<file path="config.mk">
export PLATFORM = sky130hd
export DESIGN_NAME = swd_watchdog
export DESIGN_NICKNAME = d
export VERILOG_FILES = /design/src/swd_pkg.sv /design/src/swd_watchdog.sv
export SDC_FILE = /design/constraint.sdc
export NUM_CORES = 1
export LEC_CHECK = 0
export ABC_AREA = 1
export BUFFER_PORTS_ARGS = -buffer_cell sky130_fd_sc_hd__buf_2
export CORE_ASPECT_RATIO = 1.4
export CORE_MARGIN = 5
export CORE_UTILIZATION = 50
export CTS_CLUSTER_DIAMETER = 120
export CTS_CLUSTER_SIZE = 8
export DETAILED_ROUTE_END_ITERATION = 7
export PLACE_DENSITY = 0.64
export SYNTH_ARGS = -nofsm -noshare
export SYNTH_HDL_FRONTEND = slang
export SYNTH_SLANG_ARGS = --single-unit
</file>
<file path="constraint.sdc">
create_clock -name MCLK -period 14.3 [get_ports MCLK]
set_clock_uncertainty 0.1 [all_clocks]
set_input_delay 0.715 -clock MCLK [delete_from_list [all_inputs] [get_ports MCLK]]
set_output_delay 0.715 -clock MCLK [all_outputs]
set_load 0.05 [all_outputs]
</file>
<file path="src/swd_pkg.sv">
// Package of constants for the supervisory window/time-out watchdog.
// Assumes a 10 MHz core clock and a 1 ms timebase tick derived inside the block.
package swd_pkg;
    // ------------------------------------------------------------
    // Timing
    // ------------------------------------------------------------
    localparam int CLK_HZ = 10000000;
    localparam int TICK_US = 1000;
    localparam int TICK_CYCLES = (CLK_HZ / 1000000) * TICK_US;
    localparam int PERIOD_MIN_MS = 16;
    localparam int PERIOD_MAX_MS = 1024;
    localparam int PERIOD_DEF_MS = 256;
    localparam int CLOSED_PCT = 50;
    localparam int RESET_LOW_MS = 5;
    // ------------------------------------------------------------
    // Setting encodings
    // ------------------------------------------------------------
    localparam logic [2:0] TIMING_DEF = 3'h4;
    localparam logic [2:0] TIMING_MAX = 3'h6;
    localparam logic [2:0] MODE_NORMAL = 3'h0;
    localparam logic [2:0] MODE_STOP = 3'h1;
    localparam logic [2:0] MODE_REFLASH = 3'h2;
    localparam logic [2:0] MODE_READ = 3'h3;
    localparam logic [2:0] MODE_SLEEP = 3'h4;
    localparam logic [2:0] MODE_DEVEL = 3'h5;
    localparam logic [1:0] UNLOCK_KEY0 = 2'h1;
    localparam logic [1:0] UNLOCK_KEY1 = 2'h2;
    localparam logic [1:0] CAUSE_WDOG = 2'h1;
    localparam logic [2:0] LIMP_WDOG = 3'h1;
endpackage

</file>
<file path="src/swd_watchdog.sv">
// Watchdog core: service decode at frame end, window timing, failure handling.
// Assumes an SPI front end presents decoded command fields that are stable from the rise of
// the select line until MCLK has sampled it high; select and frame fields come from pins.
module swd_watchdog #(
    parameter int TICK_CYCLES = swd_pkg::TICK_CYCLES,
    parameter bit FAILSAFE_CFG = 1'b0
) (
    // Clock, reset, enable
    input wire logic MCLK,
    input wire logic RSTN,
    input wire logic CLK_EN,
    // Frame pins (asynchronous to MCLK)
    input wire logic SELECT_LINE_LOW_ACTIVE_N,
    input wire logic FRAME_WRITE,
    input wire logic SERVICE_TOGGLE_BIT,
    input wire logic [2:0] FRAME_MODE,
    input wire logic FRAME_CFG_WRITE,
    input wire logic FRAME_WINDOW_MODE,
    input wire logic [2:0] FRAME_TIMING,
    input wire logic [1:0] FRAME_UNLOCK_KEY,
    input wire logic FRAME_WAKE_READ,
    // System events
    input wire logic CYCLIC_WAKE,
    // Status and outputs
    output logic RESET_OUTPUT_PIN,
    output logic FAILSAFE,
    output logic WDOG_FAIL_IRQ,
    output logic BAD_SETTING_FLAG,
    output logic [1:0] RESTART_CAUSE,
    output logic [2:0] LIMP_HOME_CAUSE,
    output logic WDOG_ACTIVE,
    output logic WINDOW_OPEN
);
    initial begin
        if (TICK_CYCLES < 1 || TICK_CYCLES > 65535) $error("TICK_CYCLES out of range");
    end

    typedef enum logic [1:0] {SWD_NORMAL, SWD_LOWPWR, SWD_RESTART, SWD_FAILSAFE} swd_state_t;

    // ------------------------------------------------------------
    // Pin synchronisers
    // ------------------------------------------------------------
    logic [13:0] sync1, sync2;
    logic sel_q;
    always_ff @(posedge MCLK) begin
        if (!RSTN) begin
            sync1 <= 14'h3fff;
            sync2 <= 14'h3fff;
            sel_q <= 1'b1;
        end else if (CLK_EN) begin
            sync1 <= {SELECT_LINE_LOW_ACTIVE_N, FRAME_WRITE, SERVICE_TOGGLE_BIT, FRAME_MODE, FRAME_CFG_WRITE,
                      FRAME_WINDOW_MODE, FRAME_TIMING, FRAME_UNLOCK_KEY, FRAME_WAKE_READ};
            sync2 <= sync1;
            sel_q <= sync2[13];
        end
    end
    logic f_wr, f_bit, f_cfg, f_win, f_wake;
    logic [2:0] f_mode, f_tim;
    logic [1:0] f_key;
    assign {f_wr, f_bit, f_mode, f_cfg, f_win, f_tim, f_key, f_wake} = sync2[12:0];
    logic frame_end;
    assign frame_end = CLK_EN && sync2[13] && !sel_q;

    // ------------------------------------------------------------
    // Timebase and period counter
    // ------------------------------------------------------------
    logic [15:0] pre;
    logic tick;
    assign tick = CLK_EN && (pre == 16'(TICK_CYCLES - 1));
    always_ff @(posedge MCLK) begin
        if (!RSTN || (CLK_EN && tick)) begin
            pre <= 16'h0000;
        end else if (CLK_EN) begin
            pre <= pre + 16'h0001;
        end
    end

    swd_state_t state;
    logic win_mode;
    logic [2:0] timing;
    logic last_bit;
    logic disabled;
    logic key_ok;
    logic wake_pend;
    logic [10:0] ms;
    logic [10:0] period;
    logic [10:0] rst_cnt;
    assign period = 11'(swd_pkg::PERIOD_MIN_MS) << timing;
    logic [10:0] closed_len;
    assign closed_len = 11'((period * swd_pkg::CLOSED_PCT) / 100);
    assign WINDOW_OPEN = !win_mode || (ms >= closed_len);
    assign WDOG_ACTIVE = (state == SWD_NORMAL || state == SWD_LOWPWR) && !disabled;

    // ------------------------------------------------------------
    // Service decode
    // ------------------------------------------------------------
    logic svc_mode, toggled, trig_ok, trig_bad, expired, fail, new_ok, cfg_req, stop_exit, wake_miss;
    assign svc_mode = f_mode == swd_pkg::MODE_NORMAL || f_mode == swd_pkg::MODE_STOP ||
                      f_mode == swd_pkg::MODE_REFLASH || f_mode == swd_pkg::MODE_READ;
    assign toggled = frame_end && f_wr && svc_mode && (f_bit != last_bit);
    assign trig_ok = WDOG_ACTIVE && toggled && WINDOW_OPEN;
    assign trig_bad = WDOG_ACTIVE && toggled && !WINDOW_OPEN;
    assign expired = WDOG_ACTIVE && tick && (ms + 11'h001 >= period);
    assign wake_miss = CLK_EN && CYCLIC_WAKE && wake_pend && WDOG_ACTIVE && state == SWD_LOWPWR;
    assign fail = trig_bad || expired || wake_miss;
    assign stop_exit = frame_end && f_wr && state == SWD_LOWPWR && f_mode == swd_pkg::MODE_NORMAL;
    assign cfg_req = frame_end && f_wr && f_cfg && state == SWD_NORMAL;
    assign new_ok = f_tim <= swd_pkg::TIMING_MAX;

    // ------------------------------------------------------------
    // Period counter and settings
    // ------------------------------------------------------------
    always_ff @(posedge MCLK) begin
        if (!RSTN) begin
            ms <= 11'h000;
        end else if (CLK_EN) begin
            if (trig_ok || stop_exit || fail) begin
                ms <= 11'h000;
            end else if (tick && WDOG_ACTIVE) begin
                ms <= ms + 11'h001;
            end
        end
    end

    always_ff @(posedge MCLK) begin
        if (!RSTN) begin
            win_mode <= 1'b0;
            timing <= swd_pkg::TIMING_DEF;
        end else if (CLK_EN) begin
            if (fail && !devel_on) begin
                win_mode <= 1'b0;
                timing <= swd_pkg::TIMING_DEF;
            end else if (cfg_req && trig_ok && new_ok) begin
                win_mode <= f_win;
                timing <= f_tim;
            end
        end
    end

    always_ff @(posedge MCLK) begin
        if (!RSTN) begin
            last_bit <= 1'b0;
        end else if (CLK_EN) begin
            if (fail) begin
                last_bit <= 1'b0;
            end else if (trig_ok || stop_exit) begin
                last_bit <= f_bit;
            end
        end
    end

    // ------------------------------------------------------------
    // Inhibit unlock: key0 then key1 in consecutive write frames
    // ------------------------------------------------------------
    logic lowpwr_cmd;
    assign lowpwr_cmd = f_mode == swd_pkg::MODE_STOP || f_mode == swd_pkg::MODE_REFLASH;
    always_ff @(posedge MCLK) begin
        if (!RSTN) begin
            disabled <= 1'b0;
            key_ok <= 1'b0;
        end else if (CLK_EN && frame_end && f_wr) begin
            key_ok <= 1'b0;
            if (stop_exit) begin
                disabled <= 1'b0;
            end else if (f_key == swd_pkg::UNLOCK_KEY0 && lowpwr_cmd) begin
                key_ok <= 1'b1;
            end else if (f_key == swd_pkg::UNLOCK_KEY1 && key_ok && lowpwr_cmd && state == SWD_LOWPWR) begin
                disabled <= 1'b1;
            end
        end
    end

    logic bad_unlock;
    assign bad_unlock = frame_end && f_wr && f_key != 2'h0 &&
                        !(f_key == swd_pkg::UNLOCK_KEY0 && lowpwr_cmd) &&
                        !(f_key == swd_pkg::UNLOCK_KEY1 && key_ok && lowpwr_cmd && state == SWD_LOWPWR);
    always_ff @(posedge MCLK) begin
        if (!RSTN) begin
            BAD_SETTING_FLAG <= 1'b0;
        end else if (CLK_EN) begin
            if ((cfg_req && trig_ok && !new_ok) || bad_unlock) begin
                BAD_SETTING_FLAG <= 1'b1;
            end else if (frame_end && f_mode == swd_pkg::MODE_READ && !f_wr) begin
                BAD_SETTING_FLAG <= 1'b0;
            end
        end
    end

    always_ff @(posedge MCLK) begin
        if (!RSTN) begin
            wake_pend <= 1'b0;
        end else if (CLK_EN) begin
            if (CYCLIC_WAKE) begin
                wake_pend <= 1'b1;
            end else if (frame_end && f_wake) begin
                wake_pend <= 1'b0;
            end
        end
    end

    // ------------------------------------------------------------
    // Device state and reset output
    // ------------------------------------------------------------
    logic devel;
    assign devel = f_mode == swd_pkg::MODE_DEVEL;
    logic devel_on;
    always_ff @(posedge MCLK) begin
        if (!RSTN) begin
            devel_on <= 1'b0;
        end else if (CLK_EN && frame_end && f_wr && devel) begin
            devel_on <= 1'b1;
        end
    end

    always_ff @(posedge MCLK) begin
        if (!RSTN) begin
            state <= SWD_NORMAL;
            rst_cnt <= 11'h000;
        end else if (CLK_EN) begin
            case (state)
                SWD_NORMAL: begin
                    if (fail && !devel_on) begin
                        state <= (FAILSAFE_CFG && !wake_miss) ? SWD_FAILSAFE : SWD_RESTART;
                        rst_cnt <= 11'h000;
                    end else if (frame_end && f_wr && lowpwr_cmd) begin
                        state <= SWD_LOWPWR;
                    end
                end
                SWD_LOWPWR: begin
                    if (fail && !devel_on) begin
                        state <= (FAILSAFE_CFG && !wake_miss) ? SWD_FAILSAFE : SWD_RESTART;
                        rst_cnt <= 11'h000;
                    end else if (stop_exit) begin
                        state <= SWD_NORMAL;
                    end
                end
                SWD_RESTART: begin
                    if (tick) begin
                        rst_cnt <= rst_cnt + 11'h001;
                    end
                    if (tick && rst_cnt == 11'(swd_pkg::RESET_LOW_MS - 1)) begin
                        state <= SWD_NORMAL;
                    end
                end
                default: begin
                    state <= SWD_FAILSAFE;
                end
            endcase
        end
    end
    assign RESET_OUTPUT_PIN = !(state == SWD_RESTART || state == SWD_FAILSAFE);
    assign FAILSAFE = state == SWD_FAILSAFE;

    always_ff @(posedge MCLK) begin
        if (!RSTN) begin
            RESTART_CAUSE <= 2'h0;
            LIMP_HOME_CAUSE <= 3'h0;
            WDOG_FAIL_IRQ <= 1'b0;
        end else if (CLK_EN) begin
            WDOG_FAIL_IRQ <= fail && devel_on;
            if (fail) begin
                RESTART_CAUSE <= swd_pkg::CAUSE_WDOG;
                LIMP_HOME_CAUSE <= swd_pkg::LIMP_WDOG;
            end
        end
    end

    // ------------------------------------------------------------
    // Checks
    // ------------------------------------------------------------
    chk_closed_toggle_fails: assert property (@(posedge MCLK) disable iff (!RSTN)
        (trig_bad && !devel_on && state == SWD_NORMAL) |=> !RESET_OUTPUT_PIN)
        else $error("Closed window toggle did not reset");
    chk_service_restarts: assert property (@(posedge MCLK) disable iff (!RSTN)
        trig_ok |=> ms == 11'h000)
        else $error("Service did not restart period");
    chk_timeout_open: assert property (@(posedge MCLK) disable iff (!RSTN)
        (toggled && WDOG_ACTIVE && !win_mode && !expired && !wake_miss) |=> (ms == 11'h000 && RESET_OUTPUT_PIN))
        else $error("Time-out mode refused a toggle");
    chk_fail_cause: assert property (@(posedge MCLK) disable iff (!RSTN)
        (fail && CLK_EN) |=> RESTART_CAUSE == swd_pkg::CAUSE_WDOG)
        else $error("Failure cause not recorded");
    chk_devel_no_reset: assert property (@(posedge MCLK) disable iff (!RSTN)
        (fail && devel_on && state == SWD_NORMAL) |=> RESET_OUTPUT_PIN && WDOG_FAIL_IRQ)
        else $error("Development mode reset on failure");
    chk_default_after: assert property (@(posedge MCLK) disable iff (!RSTN)
        (state == SWD_RESTART) |-> (timing == swd_pkg::TIMING_DEF && !win_mode))
        else $error("Default setting not restored");
    chk_bad_keep_old: assert property (@(posedge MCLK) disable iff (!RSTN)
        (cfg_req && trig_ok && !new_ok) |=> timing == $past(timing))
        else $error("Invalid setting was applied");
    chk_stop_no_cfg: assert property (@(posedge MCLK) disable iff (!RSTN)
        (state == SWD_LOWPWR && !fail) |=> timing == $past(timing))
        else $error("Setting changed in low power");
endmodule

</file>
# Yosys cells after proc, flatten, opt, wreduce, memory -nomap -nowiden
# Index checks and enable logic that the tools add are counted.
dict set report totals {
  latchBits 0
  mem_bits_rw 0
  mem_count 0
  out_inout_bits 11
  reg_bits 81
  mem_bits_ro 0
}
dict set report op_classes {
  n_eq_ne 18
  order_cmp 3
  n_shift 1
  addsub 3
  mux 26
  n_div 1
  n_bitwise 0
  n_reduce_logical 85
  n_mul 1
}
# op count
set op_table {}
lappend op_table {{$mux 11} 4}
lappend op_table {{$logic_and 1x1->1} 41}
lappend op_table {{$div 17x7->32 const B} 1}
lappend op_table {{$add 11x1->11 const B} 2}
lappend op_table {{$ge 11x11->1} 2}
lappend op_table {{$pmux 11 s2} 1}
lappend op_table {{$add 16x1->16 const B} 1}
lappend op_table {{$eq 16x14->1 const B} 1}
lappend op_table {{$mul 11x5->16 const B} 1}
lappend op_table {{$reduce_bool 2->1} 8}
lappend op_table {{$logic_or 1x1->1} 13}
lappend op_table {{$mux 1} 13}
lappend op_table {{$reduce_and 2->1} 6}
lappend op_table {{$eq 11x3->1 const B} 1}
lappend op_table {{$logic_not 1->1} 11}
lappend op_table {{$shl 5x3->11 const A} 1}
lappend op_table {{$mux 2} 5}
lappend op_table {{$reduce_and 4->1} 2}
lappend op_table {{$eq 2x2->1 const B} 3}
lappend op_table {{$eq 3x2->1 const B} 2}
lappend op_table {{$mux 3} 2}
lappend op_table {{$ne 2x2->1 const B} 3}
lappend op_table {{$pmux 2 s3} 1}
lappend op_table {{$eq 2x1->1 const B} 2}
lappend op_table {{other kinds (11)} 11}

# Logic depth before layout (Yosys ltp)
# Gate-level depths: netlist of the first run.
dict set report logic_depth {
  word_depth 13
  depth_mapped 95
}

# Least setup slack after synthesis of the first run
# OpenSTA, ideal clock, no wires.
dict set report synth_path {
  path_type {register to output}
  from {register timing[2]}
  to {output WINDOW_OPEN}
  path_buffers 4
  path_slack_ns 3.402
  stages_incl_launch_ff 83
  t_arrival_ns 10.083
  cell_sequence {dfxtp_1 -> inv_2 -> nand2_2 -> nor2_1 -> inv_1 -> ha_1 -> inv_1 -> ha_1 -> ha_1 -> inv_1 -> fa_1 -> xnor2_1 -> nor2_2 -> nand2_2 -> nand2_2 -> nand3_4 -> nand2_4 -> nand2_2 -> [47 not listed] -> nor2_4 -> ha_1 -> nand4_1 -> nand2_2 -> nand2_4 -> nand2_2 -> nor2_4 -> nand3_1 -> buf_6 -> nand2_1 -> nor2_1 -> nor2_1 -> nand2_1 -> nor2_2 -> nand4_1 -> nand2_1 -> nand2_1 -> nand2_1}
}
dict set report synth_between {
  elab_chain_cells 5
}
# item line
set synth_rtl {}
lappend synth_rtl {{from (decl)} swd_watchdog.sv:80} ;# logic [2:0] timing;
lappend synth_rtl {{from (signal assigned)} swd_watchdog.sv:128} ;# timing <= swd_pkg::TIMING_DEF;
lappend synth_rtl {{from (signal assigned)} swd_watchdog.sv:132} ;# timing <= swd_pkg::TIMING_DEF;
lappend synth_rtl {{from (signal assigned)} swd_watchdog.sv:135} ;# timing <= f_tim;
lappend synth_rtl {{$shl 5x3->11} swd_watchdog.sv:88} ;# assign period = 11'(swd_pkg::PERIOD_MIN_MS) << timing;
lappend synth_rtl {{$mul 11x5->16} swd_watchdog.sv:90} ;# assign closed_len = 11'((period * swd_pkg::CLOSED_PCT) / 100);
lappend synth_rtl {{$div 17x7->32} swd_watchdog.sv:90}
lappend synth_rtl {{$ge 11x11->1} swd_watchdog.sv:91} ;# assign WINDOW_OPEN = !win_mode || (ms >= closed_len);
lappend synth_rtl {{$logic_or 1x1->1} swd_watchdog.sv:91}
lappend synth_rtl {{to (decl)} swd_watchdog.sv:32} ;# output logic WINDOW_OPEN
# No other way between the ends.

# Worst setup path after layout of the first run
# Ends and elaborated chain as after synthesis.

==> flow_summary.ini, run 1 <==
[worst_hold_path]
min_path_type = register to register

[power_and_ir_drop]
ir_drop_uv = 88.9
powerDensity_nw_per_um2 = 136
p_leak_uw = 0.00547

[clock_tree]
clkTransAtPathRegs_ns = 0.06
cts_inserted_buffers = 9
clk_latency_ns = 0.33
cts_buffer_depth = 2
cts-htree-levels = 3
hold_buffers = 0
cts_tree = yes
ctsRootBufferMaster = clkbuf_16
cts.sinks = 81

[place]
post-place-ws_ns = 0.812
place_hpwl_um = 21200
portBuffers = 25
globalplace.congestion = 0.933

[synth]
synthMuxAreaShare = 0
synth_compound_area_frac = 0.0889
synth_fa_ha_area_frac = 0.0763
seq_area_frac_synth = 0.166
ys_warn_count = 0
syn_inst = 1625
synth_cell_type_count = 55
syn_avg_cell_area_sq_um = 6.02
synth_edf_count = 0
synth_xor_area_frac = 0.0312
ys_ff_latch = 81
synthesis.area_sq_um = 9780
ys.flop_type = dfxtp_1
synth-simple-area-share = 0.517
synth_top_family_by_area = simple AND/OR/NAND/NOR gates
synth-async-reset-ratio = 0

[critical_path]
slowest_delay_ns = 0.45
crit_fanout = 15
startpoint_type = register
crit_slowest_cell = fa_1
cp_common_cell = nand2_1
critical_path_class = register to output pin
arrival_ns = 12.15
cp-end-kind = output pin
crit_required_ns = 13.49

[floorplanning]
core_sq_um = 19200
dieWidth_um = 128
initial_core_util = 0.509
die-height_um = 175
boundaryPins = 29
row_count = 60
dieArea_sq_um = 22500

[sta]
tightest_slew_ns = 0.901
setup_tns_ns = 0
rsz0062_at_grt = false
finalHoldWorstSlack_ns = 0.358
finalCritPeriodShare = 0.907
max-slew-margin-rel = 0.399
hold_viol = 0
setup_ws_ns = 1.33
finalMaxSlewViolations = 0
layout_min_cycle_time_ns = 12.97
final-setup-viol-count = 0
fmax_ghz = 0.0771

[global_routing]
grt_use_total = 0.231
antenna_found_initial = 0
grt_max_degree = 40
grt_pass1_wl_um = 43900
grt_pass1_vias = 9584
grt_overflow_total = 0

[drt]
vias = 10069
detail-route-antenna-nets = 0
routedWlPerCell_um = 13.8
drt_wl_total_um = 26000
detail_route.drc_violations = 0
drtIter0Drc = 666
first_pass_iters = 5
vias_per_cell = 5.33

[final_layout]
area_delta_synth_final_pct = 5.59
multi_input_comb_area_sq_um = 7030
num_antenna_cells = 0
seqCellArea_sq_um = 1620
final_nets = 1712
drive_gt1_frac = 0.145
fillers = 2109

[job]
maxCapViolCount = 0

[outcome]
status = complete, no violations
-- where the power goes --
group / switching [uW] / leakage [uW] / total [uW] / internal, uW
clock network: 90.4 / 0.000149 / 231 / 140
registers: 6.19 / 0.000661 / 240 / 234
logic: 668 / 0.00466 / 937 / 269
total: 764 / 0.00547 / 1410 / 643
-- placed cells by master (no fill, tap or decap), types with 9 or more instances in the layout --
cell       instances
nand2_2           65
inv_2             27
clkbuf_16          9
a22oi_1            9
inv_1            215
a21oi_1           48
nor2_4            17
nand2_1          439
nor2_1           163
nand3_1          163
dfxtp_1           81
a21oi_2           11
ha_1              58
nand3_2           11
nor3_1            24
nor2_2            23
xor2_1            27
buf_2             25
o21ai_0           38
nand2_4           23
nand4_1           69
-- kinds of logic (layout without fill, tap and decap cells) --
| family | Yosys count | after routing |
|---|---|---|
| AO/OA/AOI/OAI | 143 | 143 |
| buffers and inverters | 280 | 289 |
| AND/OR/NAND/NOR | 1027 | 1028 |
| flip-flops | 81 | 81 |
| adder cells (fa/ha/maj) | 59 | 59 |
| XOR/XNOR | 34 | 34 |
| other | 1 | 6 |
-- cells in the mapped netlist (all sizes together), types with 2 or more instances --
| library cell | instances | area, sq um |
|---|---|---|
| or2 | 3 | 18.8 |
| o31ai | 2 | 15.0 |
| clkbuf | 11 | 41.3 |
| a31oi | 3 | 18.8 |
| o21bai | 3 | 22.5 |
| o21ai | 45 | 233 |
| buf | 21 | 204 |
| nor2 | 206 | 1000 |
| nand3 | 180 | 1030 |
| nand3b | 8 | 60.1 |
| o2111ai | 2 | 17.5 |
| a211oi | 6 | 45.0 |
| nor3b | 2 | 15.0 |
| xor2 | 28 | 253 |
| o211ai | 7 | 57.6 |
| xnor2 | 6 | 52.6 |
| a21o | 2 | 16.3 |
| a21oi | 59 | 337 |
| dfxtp | 81 | 1620 |
| o21a | 2 | 15.0 |
| ha | 58 | 726 |
| clkinv | 6 | 22.5 |
| a22oi | 9 | 67.6 |
| inv | 242 | 908 |
| nor4 | 4 | 25.0 |
| nand2 | 528 | 2330 |
| nor3 | 24 | 120 |
| nand4 | 70 | 444 |
-- state kept, by name (all words and copies together) (netlist names), 2 cells and up --
name,flops
rst_cnt,11
sync1,14
state,2
timing,3
ms,11
pre,16
sync2,14
-- metal layers --
layer | vias to the layer above | track usage | share of wire
met5 | - | 0 | 0
li1 | 5253 | - | -
met1 | 4524 | 0.277 | 0.43
met2 | 225 | 0.417 | 0.50
met3 | 67 | 0.0240 | 0.035
met4 | 0 | 0.0858 | 0.034
-- per-stage QoR --
| step | area (sq um) | power [uW] | std cells | util |
|---|---|---|---|---|
| detailed placement | 9990 | 1160 | 1871 | 0.520 |
| global route | 10300 | 1540 | 1888 | 0.537 |
| finish | 10300 | 1410 | 1888 | 0.537 |
| floorplan | 9800 | 971 | 1630 | - |
| CTS | 10300 | 1400 | 1887 | 0.535 |
| global placement | 9990 | 1160 | 1871 | 0.520 |
-- layout make-up --
cell class	count	area share
tap	248	0.0301
sequential	81	0.157
timing repair buffer	25	0.0121
clock inverter	6	0.00630
inverter	248	0.0902
multi-input combinational	1270	0.681
clock buffer	10	0.0231
-- worst max-delay path, delay by kind of cell (launching register included) --
| kind | cells | cell delay [ns] |
|---|---|---|
| XOR/XNOR | 1 | 0.36 |
| buffers and inverters | 10 | 1.18 |
| AND/OR/NAND/NOR | 59 | 7.29 |
| flip-flops | 1 | 0.38 |
| AO/OA/AOI/OAI | 1 | 0.22 |
| adder cells (fa/ha/maj) | 8 | 2.36 |
-- what timing repair did --
action / CTS / global route
setup buffers: 0 / 0
setup endpoints to repair: 0 / 19
resized for setup: 0 / 4
-- final timing paths --
| check | start | endpoint | slack, ns | cells after the start |
|---|---|---|---|---|
| max | timing[2] | WINDOW_OPEN | 1.33 | 79 |
| min | sync1[5] | sync1[5] | 0.36 | 2 |
| max reg2reg | timing[2] | rst_cnt[4] | 1.80 | 85 |
| min reg2reg | sync1[5] | sync1[5] | 0.36 | 2 |
No activity file was read; power rests on OpenSTA's default activity.
==> run 2, diff against run 1 <==
Settings changed: CTS_BUF_LIST set to sky130_fd_sc_hd__clkbuf_8.
==> run 2 against run 1 <==
Against the previous run: register-to-register slack worse by 0.02 ns; power is 4.4% lower; clock power is 26% lower; wire length is 0.30% lower; non-clock buffer count stayed put; hold slack better by 0.0051 ns; fmax is 0.45% lower; count of clock-buffer cells in the layout stayed put; sequential share of layout area is 0.16 points higher; sequential power hardly changed; global-route usage is 0.075 points lower; via count is 0.23% higher; critical path type unchanged; largest cell class unchanged; largest power group unchanged.
==> flow_summary.ini, run 2 (synthesis results as in run 1) <==
[outcome]
status = complete, no violations

[place]
portBuffers = 25
globalplace.congestion = 0.933
place_inst = 1871
post-place-ws_ns = 0.812
placed_cell_area_sq_um = 9990
place_hpwl_um = 21200

[sta]
max-slew-margin-rel = 0.392
layout_min_cycle_time_ns = 13.03
finalMaxSlewViolations = 0
rsz0062_at_grt = false
finalCritPeriodShare = 0.911
fmax_ghz = 0.0768
setup_tns_ns = 0
final-setup-viol-count = 0
hold_viol = 0
setup_ws_ns = 1.27
tightest_slew_ns = 0.911

[power_and_ir_drop]
sw_frac_of_total = 0.563
ir_drop_uv = 99.6
p_leak_uw = 0.00543
p_int_uw = 588
p_sw_uw = 758
powerDensity_nw_per_um2 = 132
combPwrFrac = 0.695
p_seq_frac = 0.178
pwr-share-clk = 0.127

[critical_path]
cp-end-kind = output pin
arrival_ns = 12.21
reg2reg_from = timing[2]
setup.worst_path.end = WINDOW_OPEN
crit_slowest_cell = fa_1
slowest_delay_ns = 0.45
critical_path_class = register to output pin
worst_r2r_endpoint = rst_cnt[7]
startpoint_type = register
ff2ff_setup_slack_ns = 1.78
crit_required_ns = 13.49
cp_common_cell = nand2_1
r2r_cells = 85
crit_fanout = 15
startpoint = timing[2]

[drt]
drt_wl_total_um = 25900
vias_per_cell = 5.35
first_pass_iters = 5
routedWlPerCell_um = 13.7
detail-route-antenna-nets = 0
drtIter0Drc = 640
vias = 10092
detail_route.drc_violations = 0

[clock_tree]
cts-htree-levels = 3
cts_buffer_depth = 2
cts.sinks = 81
ctsRootBufferMaster = clkbuf_8
cts_tree = yes
clkTransAtPathRegs_ns = 0.08
clk_latency_ns = 0.36
cts_inserted_buffers = 9

[global_routing]
grt_pass1_wl_um = 43700
grt_pass1_vias = 9545
grt_overflow_total = 0
grt_use_total = 0.230
antenna_found_initial = 0
grt_max_degree = 40

[floorplanning]
row_count = 60
die-height_um = 175
initial_core_util = 0.509
boundaryPins = 29
dieWidth_um = 128
dieArea_sq_um = 22500
core_sq_um = 19200

[final_layout]
layout.cells.non_filler = 1888
num_antenna_cells = 0
drive_gt1_frac = 0.145
top_register = pre
final_nets = 1712
reg_top3 = pre (16), sync1 (14), sync2 (14)
layout.cells.most_common_list = 439 x nand2_1, 215 x inv_1, 163 x nor2_1, 163 x nand3_1, 81 x dfxtp_1
largest_reg_flops = 16
finish.instance_area_sq_um = 10200
area_delta_synth_final_pct = 4.56
final_common_cell = nand2_1

[worst_hold_path]
min_path_type = register to register

[job]
maxCapViolCount = 0
run 2: layout make-up:
class                   instances  area (sq um)
fillers                      2129          9000
multi-input cells            1270          7030
flip-flops and latches         81          1620
inverters                     248           931
well taps                     248           310
clock buffers                  10           138
repair buffers                 25           125
clock inverters                 6          65.1
run 2: repair_timing:
| item | in CTS | in global routing |
|---|---|---|
| hold endpoints to repair | 0 | 0 |
| hold buffers | 0 | 0 |
| setup endpoints to repair | 0 | 19 |
| setup buffers | 0 | 0 |
| resized for setup | 0 | 4 |
run 2: per-stage QoR:
| step | power, uW | hold WS [ns] | util |
|---|---|---|---|
| 2_1_floorplan | 971 | 0.329 | - |
| 3_3_place_gp | 1160 | 0.338 | 0.520 |
| 3_5_place_dp | 1160 | 0.343 | 0.520 |
| 4_1_cts | 1340 | 0.365 | 0.530 |
| 5_1_grt | 1470 | 0.386 | 0.532 |
| 6_report | 1350 | 0.363 | 0.532 |
run 2: worst max-delay path, delay by kind of cell (launching register included):
family	cells	cell delay, ns
adder cells (fa/ha/maj)	8	2.33
AND/OR/NAND/NOR	59	7.29
buffers and inverters	10	1.25
AO/OA/AOI/OAI	1	0.22
flip-flops	1	0.39
XOR/XNOR	1	0.35
run 2: worst min path at each step:
stage                          from         to  slack, ns  cells past startpoint
after floorplan           sync1[10]  sync1[10]       0.33                      2
after global placement     sync1[8]   sync1[8]       0.34                      2
after detailed placement   sync1[2]   sync1[2]       0.34                      2
after CTS                 sync2[13]  sync2[13]       0.37                      2
after global routing      sync2[13]  sync2[13]       0.39                      2
final                      sync1[5]   sync1[5]       0.36                      2
run 2: power groups by stage:
stage | clock network (uW) | logic, uW | registers (uW)
after floorplan | 0 | 727 | 244
after global placement | 0 | 919 | 245
after detailed placement | 0 | 917 | 245
after CTS | 175 | 921 | 240
after global routing | 187 | 1050 | 241
final | 171 | 935 | 240
run 2: layer usage:
metal / track usage / part of all wire / vias to the layer above
met5: 0 / 0 / -
met4: 0.0885 / 0.035 / 0
met3: 0.0222 / 0.036 / 74
met2: 0.415 / 0.50 / 241
met1: 0.277 / 0.43 / 4520
li1: - / - / 5257
==> run 3, diff against run 2 <==
Settings changed: REMOVE_ABC_BUFFERS set to 1.
==> run 3 against run 2 <==
Against the previous run: cell count up 0.16%; power grew 0.70%; via count about the same; cell area is 0.36% higher; global-route usage is 0.29 points higher; sequential cell count stayed put; register-to-register slack worse by 0.06 ns; count of clock-buffer cells in the layout shrank 1; critical path type unchanged; largest cell class unchanged; largest power group unchanged.
==> flow_summary.ini, run 3 (synthesis results as in run 1) <==
[worst_hold_path]
min_path_type = register to register
min_path_cells = 2
min_to = sync2[0]
min_from = sync2[0]

[critical_path]
crit_family = simple AND/OR/NAND/NOR gates
slowest_delay_ns = 0.58
startpoint_type = register
crit_slowest_cell = fa_1
reg2reg_from = timing[2]
crit_required_ns = 13.49
worst_r2r_endpoint = rst_cnt[3]
cp_common_cell = nand2_1
ff2ff_setup_slack_ns = 1.72
arrival_ns = 12.25
critical_path_class = register to output pin
cp-end-kind = output pin
r2r_cells = 86
path_buf_inv = 11
crit_fanout = 15

[clock_tree]
cts-htree-levels = 3
postCtsResizedCells = 0
ctsRootBufferMaster = clkbuf_8
cts_setup_buffers = 0
clkTransAtPathRegs_ns = 0.08
cts_inserted_buffers = 9
cts.sinks = 81
cts_buffer_depth = 2
clk_latency_ns = 0.36
cts_tree = yes
hold_buffers = 0

[drt]
first_pass_iters = 5
detail-route-antenna-nets = 0
drt_wl_total_um = 26300
detail_route.drc_violations = 0
vias = 10098
drtIter0Drc = 602
routedWlPerCell_um = 13.9
vias_per_cell = 5.34

[final_layout]
area_delta_synth_final_pct = 4.93
num_antenna_cells = 0
reg_top3 = pre (16), sync1 (14), sync2 (14)
drive_gt1_frac = 0.147
top_register = pre
layout.cells.most_common_list = 439 x nand2_1, 215 x inv_1, 163 x nor2_1, 163 x nand3_1, 81 x dfxtp_1
largest_reg_flops = 16
final_common_cell = nand2_1
final_core_util = 0.534
final_nets = 1715

[sta]
final-setup-viol-count = 0
rsz0062_at_grt = false
setup_tns_ns = 0
finalMaxSlewViolations = 0
finalCritPeriodShare = 0.914
hold_viol = 0
fmax_ghz = 0.0765
setup_ws_ns = 1.23
max-slew-margin-rel = 0.534
layout_min_cycle_time_ns = 13.07
tightest_slew_ns = 0.696
finalHoldWorstSlack_ns = 0.361

[job]
maxCapViolCount = 0

[floorplanning]
row_count = 60
die-height_um = 175
dieWidth_um = 128
dieArea_sq_um = 22500
boundaryPins = 29
initial_core_util = 0.509
core_sq_um = 19200

[place]
portBuffers = 25
place_hpwl_um = 21300
globalplace.congestion = 0.933
post-place-ws_ns = 0.790

[global_routing]
grt_overflow_total = 0
grt_use_total = 0.233
grt_pass1_vias = 9537
grt_pass1_wl_um = 44200
grt_max_degree = 40
antenna_found_initial = 0

[outcome]
status = complete, no violations

[power_and_ir_drop]
p_leak_uw = 0.00545
ir_drop_uv = 73.3
powerDensity_nw_per_um2 = 132
==> run 3: cell count changes in the layout (fill, tap and decap cells not counted) <==
cell	before	now
buf_4	0	3
clkbuf_8	10	9
clkinv_2	2	0
clkinvlp_4	1	2
inv_8	0	2
xnor2_1	6	5
xnor2_2	0	1
==> run 3: how the worst max path moves through the flow <==
stage                     startpoint     endpoint  cells past startpoint
final                      timing[2]  WINDOW_OPEN                     80
after global routing       timing[2]  WINDOW_OPEN                     82
after CTS                  timing[2]  WINDOW_OPEN                     79
after detailed placement   timing[2]  WINDOW_OPEN                     79
after global placement     timing[2]  WINDOW_OPEN                     79
after floorplan            timing[2]  WINDOW_OPEN                     79
==> run 3: per-layer routing <==
metal  GRT usage  up-vias  wire [um]
met3      0.0161       68        605
met1       0.271     4581      11100
li1            -     5261          -
met2       0.437      188      13700
met5           0        -          0
met4      0.0876        0        847
==> run 3: final cells by class <==
cell class | instances | area, sq um
Clock buffer | 9 | 124
Timing Repair Buffer | 28 | 148
Multi-Input combinational cell | 1270 | 7040
Tap cell | 248 | 310
Fill cell | 2102 | 8960
Sequential cell | 81 | 1620
Inverter | 248 | 931
Clock inverter | 7 | 85.1
==> run 3: worst min-delay path: cells and delay by family (launching register included) <==
kind / cells / cell delay, ns
and+or+nand+nor: 2 / 0.10
DFF: 1 / 0.33
==> run 3: stage by stage <==
| stage | cell area [sq um] | instances | power, uW |
|---|---|---|---|
| after floorplan | 9550 | 1598 | 960 |
| after global routing | 10300 | 1891 | 1490 |
| after detailed placement | 10000 | 1874 | 1170 |
| after global placement | 10000 | 1874 | 1170 |
| after CTS | 10200 | 1890 | 1350 |
| final | 10300 | 1891 | 1360 |
==> run 3: power by group <==
part           total (uW)  internal [uW]  switching, uW
Clock                 176           83.9           91.6
Combinational         940            269            671
Sequential            240            234           6.06
